===== src/hw/ati_pkg.sv =====
// Shared constants for the ambient light threshold interrupt block
package ati_pkg;

   // ----------------------------------------------------------------
   // Register addresses (5-bit address field of the command byte)
   // ----------------------------------------------------------------
   localparam logic [4:0] ATI_ADDR_CTRL   = 5'h00;
   localparam logic [4:0] ATI_ADDR_TIMING = 5'h01;
   localparam logic [4:0] ATI_ADDR_INTCTL = 5'h02;
   localparam logic [4:0] ATI_ADDR_TLO_L  = 5'h03;
   localparam logic [4:0] ATI_ADDR_TLO_H  = 5'h04;
   localparam logic [4:0] ATI_ADDR_THI_L  = 5'h05;
   localparam logic [4:0] ATI_ADDR_THI_H  = 5'h06;
   localparam logic [4:0] ATI_ADDR_ID     = 5'h12;
   localparam logic [4:0] ATI_ADDR_D0L    = 5'h14;
   localparam logic [4:0] ATI_ADDR_D0H    = 5'h15;
   localparam logic [4:0] ATI_ADDR_D1L    = 5'h16;
   localparam logic [4:0] ATI_ADDR_D1H    = 5'h17;

   // ----------------------------------------------------------------
   // Command byte layout
   // ----------------------------------------------------------------
   localparam int         ATI_CMD_BIT      = 7;
   localparam int         ATI_CMD_TYPE_HI  = 6;
   localparam int         ATI_CMD_TYPE_LO  = 5;
   localparam int         ATI_CMD_ADDR_HI  = 4;
   localparam logic [4:0] ATI_SF_INT_CLEAR = 5'h01;

   typedef enum logic [1:0] {
      ATI_TR_BYTE    = 2'b00,
      ATI_TR_WORD    = 2'b01,
      ATI_TR_RSVD    = 2'b10,
      ATI_TR_SPECIAL = 2'b11
   } ati_xfer_t;

   // ----------------------------------------------------------------
   // Field positions and reset values
   // ----------------------------------------------------------------
   localparam int         ATI_CTRL_POWER_BIT = 0;
   localparam int         ATI_CTRL_ADC_BIT   = 1;
   localparam int         ATI_MODE_HI        = 5;
   localparam int         ATI_MODE_LO        = 4;
   localparam int         ATI_PERSIST_HI     = 3;
   localparam logic [1:0] ATI_MODE_DISABLED  = 2'b00;
   localparam logic [7:0] ATI_CTRL_RESET     = 8'h00;
   localparam logic [7:0] ATI_TIMING_RESET   = 8'h00;
   localparam logic [7:0] ATI_INTCTL_RESET   = 8'h00;
   localparam logic [7:0] ATI_THR_RESET      = 8'h00;
   localparam logic [7:0] ATI_DATA_RESET     = 8'h00;
   localparam logic [7:0] ATI_READ_ZERO      = 8'h00;

   // ----------------------------------------------------------------
   // Timing: reference setting of 0xB6 gives a 200 ms cycle
   // ----------------------------------------------------------------
   localparam int         ATI_CLK_PERIOD_NS = 40;
   localparam int         ATI_NS_PER_MS     = 1000000;
   localparam logic [7:0] ATI_REF_TIMING    = 8'hB6;
   localparam int         ATI_REF_CONV_MS   = 200;
   localparam logic [8:0] ATI_INTEG_FULL    = 9'h100;
   localparam int         ATI_REF_STEPS     = 256 - 8'hB6;
   localparam int         ATI_STEP_CYCLES   =
      (ATI_REF_CONV_MS * ATI_NS_PER_MS / ATI_CLK_PERIOD_NS) / ATI_REF_STEPS;

   // Sequencer states
   typedef enum logic [2:0] {
      ATI_ST_OFF   = 3'b001,
      ATI_ST_IDLE  = 3'b010,
      ATI_ST_INTEG = 3'b100
   } ati_state_t;

endpackage


===== src/hw/ati_core.sv =====
// Ambient light sensor command port, conversion sequencer and interrupt pin
// What this block does
// - Start powered down after reset; no conversions until powered up.
// - Control value 0x03 keeps power on and runs both channel conversions.
// - Timing value 0xB6 gives a 200 ms integration cycle.
// - Word read with 0xB4 returns bytes at 0x14 then 0x15.
// - Channel 1 word read returns 0x16 low then 0x17 high.
// - Interrupt control 00h at 02h disables interrupts entirely.
// - Two 16-bit thresholds, lower and upper, bound the window.
// - Only channel 0 is compared; channel 1 never affects interrupts.
// - Persistence 1 fires on the first out-of-window conversion.
// - Persistence N of 2..15 needs N consecutive outside conversions.
// - Interrupt pin held low until the special clear command or a write to interrupt control.
// - Persistence 0000b fires at every conversion end, thresholds ignored.
// - At or below lower, or above upper, is outside; bytes pair.
`timescale 1ns/1ps
module ati_core
   import ati_pkg::*;
#(
   parameter int STEP_CYCLES = ATI_STEP_CYCLES,
   parameter logic [7:0] ID_VALUE = 8'hA5      // Arbitrary identification value
)
(
   input  wire logic        sys_clk,
   input  wire logic        resetn,
   input  wire logic        host_wr_stb,
   input  wire logic        host_wr_cmd,
   input  wire logic [7:0]  host_wr_byte,
   input  wire logic        host_rd_stb,
   output logic [7:0]       host_rd_byte,
   input  wire logic [15:0] adc_ch0,
   input  wire logic [15:0] adc_ch1,
   output logic             int_out,
   output logic             int_oe,
   output logic             powered,
   output logic             converting,
   output logic             conv_done
);

   localparam int SW = $clog2(STEP_CYCLES + 1);
   localparam logic [SW-1:0] STEP_LAST = SW'(STEP_CYCLES - 1);

   // ----------------------------------------------------------------
   // Register state
   // ----------------------------------------------------------------
   logic [7:0]  ctrl_r;
   logic [7:0]  timing_r;
   logic [7:0]  intctl_r;
   logic [15:0] thr_lo_r;
   logic [15:0] thr_hi_r;
   logic [15:0] data0_r;
   logic [15:0] data1_r;
   logic [7:0]  shadow_r;
   logic [4:0]  ptr_r;
   logic        word_r;
   logic [7:0]  rd_byte_r;
   logic        int_clr;
   logic        persist_wr;
   logic        irq;
   logic [3:0]  pcnt;
   ati_xfer_t   xfer;
   ati_state_t  state_r;
   logic [SW-1:0] step_cnt_r;
   logic [8:0]  icnt_r;
   logic [8:0]  icnt_target;
   logic        step_tick;
   logic        done_r;
   logic        data_wr;
   logic        cmd_wr;

   assign cmd_wr  = host_wr_stb && host_wr_cmd && host_wr_byte[ATI_CMD_BIT];
   assign data_wr = host_wr_stb && !host_wr_cmd;
   assign xfer    = ati_xfer_t'(host_wr_byte[ATI_CMD_TYPE_HI:ATI_CMD_TYPE_LO]);

   // ----------------------------------------------------------------
   // Command byte decode
   // ----------------------------------------------------------------
   // a command byte other than a special function one loads the address pointer and transfer kind
   always_ff @(posedge sys_clk or negedge resetn) begin
      if (!resetn) begin
         ptr_r  <= ATI_ADDR_CTRL;
         word_r <= 1'b0;
      end else if (cmd_wr && xfer != ATI_TR_SPECIAL) begin
         ptr_r  <= host_wr_byte[ATI_CMD_ADDR_HI:0];
         word_r <= (xfer == ATI_TR_WORD);
      end else if ((data_wr || host_rd_stb) && word_r) begin
         // word transfers step to the paired register
         ptr_r  <= ptr_r + 5'h01;
      end
   end

   // special function command releases the interrupt
   assign int_clr = cmd_wr && xfer == ATI_TR_SPECIAL &&
                    host_wr_byte[ATI_CMD_ADDR_HI:0] == ATI_SF_INT_CLEAR;
   assign persist_wr = data_wr && ptr_r == ATI_ADDR_INTCTL;

   // ----------------------------------------------------------------
   // Register writes
   // ----------------------------------------------------------------
   // everything starts powered down with all zero settings
   // thresholds assembled from separately written bytes
   always_ff @(posedge sys_clk or negedge resetn) begin
      if (!resetn) begin
         ctrl_r   <= ATI_CTRL_RESET;
         timing_r <= ATI_TIMING_RESET;
         intctl_r <= ATI_INTCTL_RESET;
         thr_lo_r <= {ATI_THR_RESET, ATI_THR_RESET};
         thr_hi_r <= {ATI_THR_RESET, ATI_THR_RESET};
      end else if (data_wr) begin
         case (ptr_r)
            ATI_ADDR_CTRL:   ctrl_r         <= host_wr_byte;
            ATI_ADDR_TIMING: timing_r       <= host_wr_byte;
            ATI_ADDR_INTCTL: intctl_r       <= host_wr_byte;
            ATI_ADDR_TLO_L:  thr_lo_r[7:0]  <= host_wr_byte;
            ATI_ADDR_TLO_H:  thr_lo_r[15:8] <= host_wr_byte;
            ATI_ADDR_THI_L:  thr_hi_r[7:0]  <= host_wr_byte;
            ATI_ADDR_THI_H:  thr_hi_r[15:8] <= host_wr_byte;
            default: ;                        // Read-only or unmapped
         endcase
      end
   end

   // ----------------------------------------------------------------
   // Read path
   // ----------------------------------------------------------------
   // low byte read freezes the high byte, so a conversion
   // finishing between the two reads cannot tear the word
   always_ff @(posedge sys_clk or negedge resetn) begin
      if (!resetn) begin
         rd_byte_r <= ATI_READ_ZERO;
         shadow_r  <= ATI_DATA_RESET;
      end else if (host_rd_stb) begin
         case (ptr_r)
            ATI_ADDR_CTRL:   rd_byte_r <= ctrl_r;
            ATI_ADDR_TIMING: rd_byte_r <= timing_r;
            ATI_ADDR_INTCTL: rd_byte_r <= intctl_r;
            ATI_ADDR_TLO_L:  rd_byte_r <= thr_lo_r[7:0];
            ATI_ADDR_TLO_H:  rd_byte_r <= thr_lo_r[15:8];
            ATI_ADDR_THI_L:  rd_byte_r <= thr_hi_r[7:0];
            ATI_ADDR_THI_H:  rd_byte_r <= thr_hi_r[15:8];
            ATI_ADDR_ID:     rd_byte_r <= ID_VALUE;
            ATI_ADDR_D0L: begin
               rd_byte_r <= data0_r[7:0];
               shadow_r  <= data0_r[15:8];
            end
            ATI_ADDR_D1L: begin
               rd_byte_r <= data1_r[7:0];
               shadow_r  <= data1_r[15:8];
            end
            ATI_ADDR_D0H,
            ATI_ADDR_D1H:    rd_byte_r <= shadow_r;
            default:         rd_byte_r <= ATI_READ_ZERO;
         endcase
      end
   end

   assign host_rd_byte = rd_byte_r;

   // ----------------------------------------------------------------
   // Conversion sequencer
   // ----------------------------------------------------------------
   // power bit and converter enable pick the state
   always_ff @(posedge sys_clk or negedge resetn) begin
      if (!resetn) begin
         state_r <= ATI_ST_OFF;
      end else begin
         case (state_r)
            ATI_ST_OFF: begin
               if (ctrl_r[ATI_CTRL_POWER_BIT]) begin
                  state_r <= ATI_ST_IDLE;
               end
            end
            ATI_ST_IDLE: begin
               if (!ctrl_r[ATI_CTRL_POWER_BIT]) begin
                  state_r <= ATI_ST_OFF;
               end else if (ctrl_r[ATI_CTRL_ADC_BIT]) begin
                  state_r <= ATI_ST_INTEG;
               end
            end
            ATI_ST_INTEG: begin
               if (!ctrl_r[ATI_CTRL_POWER_BIT]) begin
                  state_r <= ATI_ST_OFF;
               end else if (!ctrl_r[ATI_CTRL_ADC_BIT]) begin
                  state_r <= ATI_ST_IDLE;
               end
            end
            default: state_r <= ATI_ST_OFF;
         endcase
      end
   end

   // Step divider: one enable pulse per integration step
   always_ff @(posedge sys_clk or negedge resetn) begin
      if (!resetn) begin
         step_cnt_r <= '0;
      end else if (state_r != ATI_ST_INTEG || step_tick) begin
         step_cnt_r <= '0;
      end else begin
         step_cnt_r <= step_cnt_r + SW'(1);
      end
   end

   assign step_tick = (state_r == ATI_ST_INTEG) && (step_cnt_r == STEP_LAST);

   // cycle length is 256 minus the timing value in steps
   // Timing changes take effect from the next step, not a fresh cycle
   assign icnt_target = ATI_INTEG_FULL - {1'b0, timing_r};

   always_ff @(posedge sys_clk or negedge resetn) begin
      if (!resetn) begin
         icnt_r <= 9'h000;
      end else if (state_r != ATI_ST_INTEG) begin
         icnt_r <= 9'h000;
      end else if (step_tick) begin
         icnt_r <= (icnt_r + 9'h001 >= icnt_target) ? 9'h000 : icnt_r + 9'h001;
      end
   end

   // end of cycle moves results into the data registers
   always_ff @(posedge sys_clk or negedge resetn) begin
      if (!resetn) begin
         done_r  <= 1'b0;
         data0_r <= {ATI_DATA_RESET, ATI_DATA_RESET};
         data1_r <= {ATI_DATA_RESET, ATI_DATA_RESET};
      end else begin
         done_r <= step_tick && (icnt_r + 9'h001 >= icnt_target);
         if (step_tick && (icnt_r + 9'h001 >= icnt_target)) begin
            data0_r <= adc_ch0;
            data1_r <= adc_ch1;
         end
      end
   end

   // ----------------------------------------------------------------
   // Interrupt decision
   // ----------------------------------------------------------------
   // evaluate channel 0 only; mode 00 disables and clears
   ati_persist u_persist (
      .sys_clk (sys_clk),
      .resetn  (resetn),
      .eval    (done_r),
      .ch0     (data0_r),
      .thr_lo  (thr_lo_r),
      .thr_hi  (thr_hi_r),
      .persist (intctl_r[ATI_PERSIST_HI:0]),
      .enable  (intctl_r[ATI_MODE_HI:ATI_MODE_LO] != ATI_MODE_DISABLED),
      .clr     (int_clr || persist_wr ||
                intctl_r[ATI_MODE_HI:ATI_MODE_LO] == ATI_MODE_DISABLED),
      .irq_r   (irq),
      .cnt_r   (pcnt)
   );

   // open-drain pin pulled low while the flag stands
   assign int_out    = 1'b0;
   assign int_oe     = irq;
   assign powered    = state_r != ATI_ST_OFF;
   assign converting = state_r == ATI_ST_INTEG;
   assign conv_done  = done_r;
endmodule


===== src/hw/ati_persist.sv =====
// Threshold window compare and persistence filter driving the interrupt flag
`timescale 1ns/1ps
module ati_persist
   import ati_pkg::*;
(
   input  wire logic        sys_clk,
   input  wire logic        resetn,
   input  wire logic        eval,
   input  wire logic [15:0] ch0,
   input  wire logic [15:0] thr_lo,
   input  wire logic [15:0] thr_hi,
   input  wire logic [3:0]  persist,
   input  wire logic        enable,
   input  wire logic        clr,
   output logic             irq_r,
   output logic [3:0]       cnt_r
);

   // ----------------------------------------------------------------
   // Window compare
   // ----------------------------------------------------------------
   logic       outside;
   logic [4:0] cnt_base;
   logic [4:0] cnt_inc;
   logic       hit;

   // low edge inclusive, high edge exclusive
   assign outside  = (ch0 <= thr_lo) || (ch0 > thr_hi);
   assign cnt_base = clr ? 5'h00 : {1'b0, cnt_r};
   assign cnt_inc  = cnt_base + 5'h01;

   always_comb begin
      if (!enable) begin
         hit = 1'b0;
      end else if (persist == 4'h0) begin
         hit = 1'b1;
      end else begin
         hit = outside && (cnt_inc >= {1'b0, persist});
      end
   end

   // counter restarts on inside, clear or persistence rewrite
   always_ff @(posedge sys_clk or negedge resetn) begin
      if (!resetn) begin
         cnt_r <= 4'h0;
      end else if (eval && enable) begin
         if (outside && cnt_inc <= 5'h0F) begin
            cnt_r <= cnt_inc[3:0];
         end else if (!outside) begin
            cnt_r <= 4'h0;
         end else begin
            cnt_r <= 4'hF;                   // Saturate, no wrap
         end
      end else if (clr) begin
         cnt_r <= 4'h0;
      end
   end

   // sticky flag; a firing conversion beats a same-cycle clear
   always_ff @(posedge sys_clk or negedge resetn) begin
      if (!resetn) begin
         irq_r <= 1'b0;
      end else if (eval && hit) begin
         irq_r <= 1'b1;
      end else if (clr) begin
         irq_r <= 1'b0;
      end
   end
endmodule


===== config.mk =====
export PLATFORM = sky130hd
export DESIGN_NAME = ati_core
export DESIGN_NICKNAME = d
export VERILOG_FILES = /design/src/hw/ati_pkg.sv /design/src/hw/ati_core.sv /design/src/hw/ati_persist.sv
export SDC_FILE = /design/constraint.sdc
export NUM_CORES = 1
export LEC_CHECK = 0
export ABC_AREA = 0
export BUFFER_PORTS_ARGS = -buffer_cell sky130_fd_sc_hd__buf_2
export CORE_MARGIN = 3
export CORE_UTILIZATION = 55
export DETAILED_ROUTE_END_ITERATION = 12
export PLACE_DENSITY = 0.74
export SLEW_MARGIN = 0
export SYNTH_ARGS = -nofsm -noshare
export SYNTH_HDL_FRONTEND = slang
export SYNTH_SLANG_ARGS = --single-unit

===== constraint.sdc =====
create_clock -name sys_clk -period 6.5 [get_ports sys_clk]
set_input_delay 0.65 -clock sys_clk [delete_from_list [all_inputs] [get_ports sys_clk]]
set_output_delay 0.65 -clock sys_clk [all_outputs]
set_load 0.02 [all_outputs]

==> results of run 1 <==
registers in the layout (all words and copies together), names as in the netlist, 3 cells and up:
| name | cells |
|---|---|
| step_cnt_r | 17 |
| host_rd_byte | 8 |
| u_persist.cnt_r | 4 |
| thr_hi_r | 16 |
| shadow_r | 8 |
| ctrl_r | 8 |
| thr_lo_r | 16 |
| intctl_r | 8 |
| ptr_r | 5 |
| data0_r | 16 |
| state_r | 3 |
| data1_r | 16 |
| icnt_r | 9 |
| timing_r | 8 |
through the flow:
step | std cells | instance area (µm²) | total power [µW] | setup WS [ns]
6_report | 993 | 8990 | 3150 | 2.80
5_1_grt | 993 | 8990 | 3310 | 2.48
4_1_cts | 992 | 8990 | 3150 | 2.87
3_5_place_dp | 961 | 8400 | 2150 | 2.90
3_3_place_gp | 961 | 8400 | 2100 | 3.04
2_1_floorplan | 741 | 7960 | 1890 | 3.39
kinds of logic after synthesis:
family | count (synthesis) | share of synthesized area, %
adder cells (fa/ha/maj) | 55 | 8.65
buffers and inverters | 86 | 4.47
AND/OR/NAND/NOR | 187 | 12.5
XOR/XNOR | 33 | 3.63
flip-flops | 145 | 45.6
multiplexers | 99 | 13.8
other | 1 | 0.0471
AO/OA/AOI/OAI | 135 | 11.2
layer usage:
layer	vias to the layer above	part of all wire, %	GRT usage (%)
met5	-	0	0
met3	50	6.9	5.60
met2	263	46	38.1
li1	2784	-	-
met4	0	2.8	9.65
met1	3083	44	35.9
worst paths after layout:
kind / end / slack [ns] / depth (start not counted)
min: data1_r[1] / 0.24 / 1
max in group asynchronous: data1_r[8] / 4.91 / 2
max reg2reg: u_persist.irq_r / 2.80 / 14
min in group sys_clk: data1_r[5] / 0.45 / 2
min reg2reg: word_r / 0.50 / 1
max: u_persist.irq_r / 2.80 / 14
cell usage after synthesis (all sizes together), types with 7 or more instances:
master | instances | area share [%]
o22ai | 8 | 0.63
inv | 66 | 3.1
dfrtp | 144 | 45
a21oi | 32 | 2.0
a221oi | 7 | 0.77
a21o | 9 | 0.85
nand2b | 7 | 0.55
xor2 | 18 | 2.0
nor2b | 8 | 0.63
mux2 | 88 | 12
nor2 | 41 | 2.0
a22o | 7 | 0.77
and3 | 11 | 0.86
a22oi | 7 | 0.66
buf | 9 | 0.83
o21ai | 36 | 2.3
nand4 | 17 | 1.3
ha | 55 | 8.6
clkbuf | 11 | 0.52
nor3 | 10 | 0.75
a222oi | 11 | 1.4
mux2i | 11 | 1.4
nand2 | 45 | 2.3
nand3 | 20 | 1.3
xnor2 | 15 | 1.7
layout make-up:
| cell class | count | area (µm²) | area share (%) |
|---|---|---|---|
| inverter | 66 | 248 | 2.76 |
| sequential | 145 | 3630 | 40.4 |
| clock inverter | 9 | 106 | 1.18 |
| timing repair buffer | 60 | 317 | 3.52 |
| multi-input combinational | 510 | 3980 | 44.2 |
| antenna | 1 | 2.50 | 0.0278 |
| tap | 180 | 225 | 2.51 |
| clock buffer | 22 | 484 | 5.39 |
power breakdown:
| part | switching, µW | internal, µW | leakage (µW) |
|---|---|---|---|
| Sequential | 197 | 1050 | 0.00199 |
| Clock | 377 | 602 | 0.000284 |
| Combinational | 523 | 407 | 0.00208 |
| Total | 1100 | 2060 | 0.00435 |
worst register-to-register path, cell delays in order (launching register included):
cell and delay, ns:
dfrtp_1 0.43, inv_1 0.11, ha_1 0.22, nor4b_2 0.68
nand2_2 0.33, o211a_2 0.29, and2_1 0.20, ha_1 0.28
xnor2_1 0.19, ha_1 0.24, o21ai_0 0.17, a21oi_1 0.06
nor2_1 0.10, a21o_1 0.12, o21ai_0 0.08
==> metrics.yaml, run 1 <==
setup_viol: 0
crit_path_start: "ptr_r[0]"
syn_area_per_cell_um2: 10.7
async_reset_ff_share_pct: 100
ys_seq_area_share_pct: 45.6
die_x_um: 126
clk_pin_slew_worst_paths_ns: 0.06
grt_max_degree: 78
cts_tree: "done"
cts_hold_buf: 0
final.setup_skew_ns: 0.0120
cts.sinks: 145
cts-root-buf: "clkbuf_16"
path_delay_family: "simple AND/OR/NAND/NOR gates"
cts_resized: 0
crit_required_ns: 6.74
clk_latency_ns: 0.43
grtUsageTotal_pct: 25.3
path_buf_inv: 1
ioPinCount: 58
hold_class: "input port to asynchronous set/reset pin"
place_congestion: 0.965
ys_ff_latch: 145
fp-row-count: 43
first_global_vias: 6192
cts_buffer_depth: 2
crit_chain: "inv_1, ha_1, nor4b_2, nand2_2, o211a_2, and2_1, ha_1, xnor2_1, ha_1, o21ai_0, a21oi_1, nor2_1, a21o_1, o21ai_0"
max_slew_margin_pct: 17.7
die_y_um: 126
die-area_um2: 15900
fin_crit_ns: 3.70
fmax_mhz: 271
syn_area_um2: 7960
netlist_instances: 741
crit_top_cell: "ha_1"
wl_mm: 19.5
finalHoldViolCount: 0
drv_slew: 0
dpl.hpwl_mm: 14.1
htree_levels: 4
fin_hold_ws_ns: 0.238
vias: 6180
routed_via_density: 6.22
synth_cell_types: 58
synth_edf_count: 0
worst_ep_arrival_time_ns: 3.94
grt_pass1_wl_mm: 31.8
final_antenna_net_count: 0
status: "finished clean"
p_per_area_nw_per_um2: 351
worstPathMaxFanout: 9
numCtsBuffers: 17
leakage_uw: 0.00435
synth-main-ff-cell: "dfrtp_1"
max_stage_delay_ns: 0.68
crit_path_start_kind: "flop"
port_buffers: 56
critPathKind: "flop to flop"
cap_violations: 0
drcViolationCount: 0
final_nets: 900
syn2layout_area_growth_pct: 13.0
postCtsSetupRepairBufs: 0
core_area_um2: 14000
period_share_pct: 56.9
worst_pin_slew_ns: 1.22
gr-total-overflow: 0
first_pass_iters: 6
avgRoutedWirePerCell_um: 19.6
nFillCells: 1094
rsz0062_at_grt: "no"
layout_commonest_cell: "dfrtp_1"
drive_above_1_share_pct: 24.0
synth_nets: 841
synth-warning-count: 0
final_cell_mix: "dfrtp_1 (144), mux2_2 (88), inv_1 (66)"
utilization_pct: 64.0
r2r-start: "ptr_r[0]"
drt_iter0_markers: 683
cp_slowest_cell: "nor4b_2"
tns_ns: 0
antenna_found_initial: 1
peakVddDrop_v: 0.000210
initial_core_util_pct: 56.7
critPathCaptureType: "flop"
(Power assumes the default switching activity.)
==> inputs of run 2 (changes only) <==
- ABC_AREA: 0 -> 1
- clock period: 6.5 -> 3.78 ns (I/O delays scaled with it)
==> metrics.yaml, run 2 <==
status: "finished with violations"
violations: "hold timing"
cts-root-buf: "clkbuf_16"
synth_nets: 1108
place_congestion: 0.928
top_register: "step_cnt_r"
worst_pin_slew_ns: 0.913
core_area_um2: 14200
antenna_found_initial: 0
routed_via_density: 5.56
first_global_vias: 6647
synth_cell_types: 49
async_reset_ff_share_pct: 100
fin_crit_ns: 3.13
final_antenna_net_count: 0
die_y_um: 128
gr-total-overflow: 0
initial_core_util_pct: 57.4
critPathKind: "flop to flop"
grt_pass1_wl_mm: 34.0
syn_area_per_cell_um2: 8.09
period_share_pct: 82.9
avgRoutedWirePerCell_um: 16.6
peakVddDrop_v: 0.000393
crit_required_ns: 4.11
netlist_instances: 1008
yosysMostFrequentCell: "nand2_1"
synth_top_area_share_pct: 44.2
fp-row-count: 43
numCtsBuffers: 17
synth-warning-count: 0
cts_buffer_depth: 2
synthTopCellsByArea: "dfrtp_1 (44%), nand2_1 (13%), ha_1 (8.4%)"
clk_pin_slew_worst_paths_ns: 0.06
first_pass_iters: 7
critPathCaptureType: "flop"
drive_above_1_share_pct: 12.9
r2r-start: "icnt_r[0]"
worstPathMaxFanout: 36
crit_path_start_kind: "flop"
postCtsSetupRepairBufs: 0
drv_slew: 0
grt_max_degree: 93
port_buffers: 56
vias: 7007
syn2layout_area_growth_pct: 12.8
final.setup_skew_ns: 0.00741
die_x_um: 128
crit_path_start: "icnt_r[0]"
hold_class: "input port to asynchronous set/reset pin"
drcViolationCount: 0
dpl.hpwl_mm: 15.5
wl_mm: 21.0
finalHoldViolCount: 3
final_nets: 1167
yosys-top-cells-count: "nand2_1 (281), dfrtp_1 (144), inv_1 (129)"
worst_ep_arrival_time_ns: 3.46
synth-main-ff-cell: "dfrtp_1"
setup_viol: 0
ioPinCount: 58
clk_latency_ns: 0.43
dp_cells: 1228
p_per_area_nw_per_um2: 620
cap_violations: 0
antenna-diode-count: 0
grtUsageTotal_pct: 26.7
yosysTopAreaCell: "dfrtp_1"
die-area_um2: 16300
drt_iter0_markers: 599
cts_hold_buf: 0
tns_ns: 0
cts_resized: 0
fmax_mhz: 319
synth_edf_count: 0
layout_commonest_cell: "nand2_1"
syn_area_um2: 8150
largest_reg_flops: 17
ys_seq_area_share_pct: 44.5
rsz0062_at_grt: "no"
max_slew_margin_pct: 38.7
fin_cells: 1260
htree_levels: 4
cts_tree: "done"
cts.sinks: 145
leakage_uw: 0.00455
ys_ff_latch: 145
final_cell_mix: "nand2_1 (281), dfrtp_1 (144), inv_1 (129)"
fin_hold_ws_ns: -0.00716
run 2: where the power goes:
| group | internal (µW) | switching [µW] | total (µW) | leakage (µW) |
|---|---|---|---|---|
| registers | 1890 | 264 | 2160 | 0.00175 |
| clock network | 1140 | 683 | 1820 | 0.000305 |
| logic | 623 | 1110 | 1730 | 0.00249 |
| total | 3650 | 2050 | 5710 | 0.00455 |
run 2: metrics by stage:
stage                     setup WS (ns)  util (%)  total power [µW]  instance area [µm²]
final                             0.647      64.8              5710                 9200
after detailed placement          0.656      60.3              3880                 8560
after floorplan                    1.20         -              3350                 8150
after global placement            0.830      60.3              3800                 8560
after CTS                         0.638      64.8              5710                 9200
after global routing              0.312      64.8              6060                 9200
run 2: area by class of cell:
type                       instances  area, µm²
multi-input combinational        702       3850
timing repair buffer              60        329
clock inverter                    13        184
tap                              180        225
fill                            1204       5000
inverter                         141        531
clock buffer                      19        453
sequential                       145       3630
run 2: final timing paths:
kind,end,slack [ns],cells past startpoint
worst min register to register,host_rd_byte[3],0.48,2
min in group sys_clk,data1_r[2],0.14,3
worst min-delay path,step_cnt_r[3],-0.007,1
max in group asynchronous,state_r[0],2.96,2
worst max-delay path,data0_r[0],0.65,14
worst max register to register,data0_r[0],0.65,14
run 2: critical path, cell delays in order (launching register included):
cell and delay [ns]:
dfrtp_1 0.44, ha_1 0.21, nand2_1 0.08, nor2_1 0.16, nand3_1 0.12, nand3b_1 0.19, xor2_1 0.19, inv_1 0.06
ha_1 0.32, a21oi_1 0.15, o31a_1 0.15, nand4_1 0.10, nand2_2 0.11, clkinv_2 0.40, o21ai_0 0.34
run 2: metal layers:
metal / wire [µm] / vias up / track usage [%]
met5: 0 / - / 0
met4: 513 / 0 / 8.86
met3: 1350 / 41 / 6.42
met2: 9690 / 228 / 42.3
met1: 9410 / 3334 / 36.3
li1: - / 3404 / -
run 2: kinds of logic after synthesis:
kind of cell / after synthesis / synth area share, %
AO/OA/AOI/OAI: 184 / 12.8
XOR/XNOR: 13 / 1.40
adder cells (fa/ha/maj): 55 / 8.44
buffers and inverters: 161 / 8.27
flip-flops: 145 / 44.5
other: 1 / 0.0460
AND/OR/NAND/NOR: 449 / 24.5
==> inputs of run 3 (changes only) <==
- clock period: 3.78 -> 3.2 ns (I/O delays scaled with it)
==> metrics.yaml, run 3 (synthesized netlist as in run 2, its figures left out) <==
first_global_vias: 6841
final.setup_skew_ns: 0.00945
syn2layout_area_growth_pct: 13.1
grtUsageTotal_pct: 27.2
status: "finished clean"
max_slew_margin_pct: 47.9
gr-total-overflow: 0
final_cell_mix: "nand2_1 (281), dfrtp_1 (143), inv_1 (129)"
vias: 7091
crit_required_ns: 3.57
wl_mm: 21.2
cts-root-buf: "clkbuf_16"
rsz0062_at_grt: "no"
p_per_area_nw_per_um2: 730
final_area_um2: 9220
clk_latency_ns: 0.43
dpl.hpwl_mm: 15.4
max_stage_delay_ns: 0.41
drive_above_1_share_pct: 13.2
dp_slack_ns: 0.118
layout_commonest_cell: "nand2_1"
worstPathMaxFanout: 29
avgRoutedWirePerCell_um: 16.8
tns_ns: 0
antenna_found_initial: 0
largest_reg_flops: 17
crit_chain: "ha_1, nand2_1, nor2_1, nand3_1, nand3b_1, xor2_1, inv_1, ha_1, a21oi_1, o31a_1, nand4_1, nand2_2, buf_4, nand2_1, nand2_1"
cts.sinks: 145
die_x_um: 128
setup_viol: 0
seq_area_um2: 3630
port_buffers: 56
ioPinCount: 58
drv_slew: 0
timing.final.ws_setup_ns: 0.344
htree_levels: 4
numCtsBuffers: 17
fin_crit_ns: 2.86
cp_slowest_cell: "dfrtp_2"
fp-row-count: 43
placed_cell_area_um2: 8580
crit_top_cell: "nand2_1"
leakage_uw: 0.00455
top_register: "step_cnt_r"
clk_pin_slew_worst_paths_ns: 0.06
drt_iter0_markers: 692
initial_core_util_pct: 57.4
nFillCells: 1235
routed_via_density: 5.61
worst_pin_slew_ns: 0.777
cap_violations: 0
core_area_um2: 14200
hold_class: "input port to flop"
peakVddDrop_v: 0.000419
grt_pass1_wl_mm: 34.8
fmax_mhz: 350
postCtsSetupRepairBufs: 0
place_congestion: 0.889
final_antenna_net_count: 0
grt_max_degree: 79
die_y_um: 128
cts_buffer_depth: 2
crit_path_start_kind: "flop"
final_nets: 1170
drcViolationCount: 0
die-area_um2: 16300
cts_tree: "done"
critPathCaptureType: "flop"
critPathKind: "flop to flop"
multi_input_area_um2: 3850
first_pass_iters: 5
worst_ep_arrival_time_ns: 3.22
period_share_pct: 89.2
antenna-diode-count: 0
finalHoldViolCount: 0
-- run 3: path summary, 6_finish.rpt --
kind | from | end | slack, ns | cells after the start
max | icnt_r[0] | data0_r[3] | 0.34 | 15
max reg2reg | icnt_r[0] | data0_r[3] | 0.34 | 15
min reg2reg | host_rd_byte[3] | host_rd_byte[3] | 0.47 | 2
min | adc_ch1[14] | data1_r[14] | 0.08 | 3
min in group asynchronous | resetn | step_cnt_r[2] | 0.48 | 2
max in group asynchronous | resetn | thr_hi_r[12] | 1.98 | 3
-- run 3: where the power goes --
part / switching [µW] / internal [µW]
sequential: 312 / 2240
combinational: 1350 / 742
clock: 795 / 1290
total: 2460 / 4270
-- run 3: through the flow --
stage	power, µW	utilization (%)	hold slack [ns]	cells
4_1_cts	6710	64.8	0.0773	1263
3_5_place_dp	4590	60.4	0.401	1230
3_3_place_gp	4510	60.4	0.398	1230
5_1_grt	7150	64.9	0.0810	1263
6_report	6730	64.9	0.0837	1263
2_1_floorplan	3960	-	0.0244	1008
-- run 3: what timing repair did --
action | 4_1_cts | 5_1_grt
hold buffers | 1 | 0
endpoints found under the hold margin | 75 | 0
endpoints found under the setup margin | 0 | 43
gates resized for setup | 0 | 6
-- run 3: worst max-delay path, delay by kind of cell, from the launching register on --
kind	cells	cell delay, ns
and+or+nand+nor	8	0.98
buffers and inverters	2	0.39
AOI/OAI and AO/OA	2	0.31
xor gates and xnor gates	1	0.18
adders and majority gates	2	0.51
DFF	1	0.41
-- run 3: layout make-up --
type	count	share of cell area [%]
multi-input combinational	702	41.8
sequential	145	39.4
inverter	141	5.79
clock buffer	21	5.10
timing repair buffer	63	3.84
tap	180	2.44
clock inverter	11	1.66
-- run 3: layer usage --
metal | wire length (µm) | GRT usage [%] | vias up
met3 | 1430 | 5.17 | 33
met5 | 0 | 0 | -
met1 | 9280 | 37.4 | 3383
met4 | 411 | 7.43 | 0
li1 | - | - | 3421
met2 | 10100 | 44.5 | 254
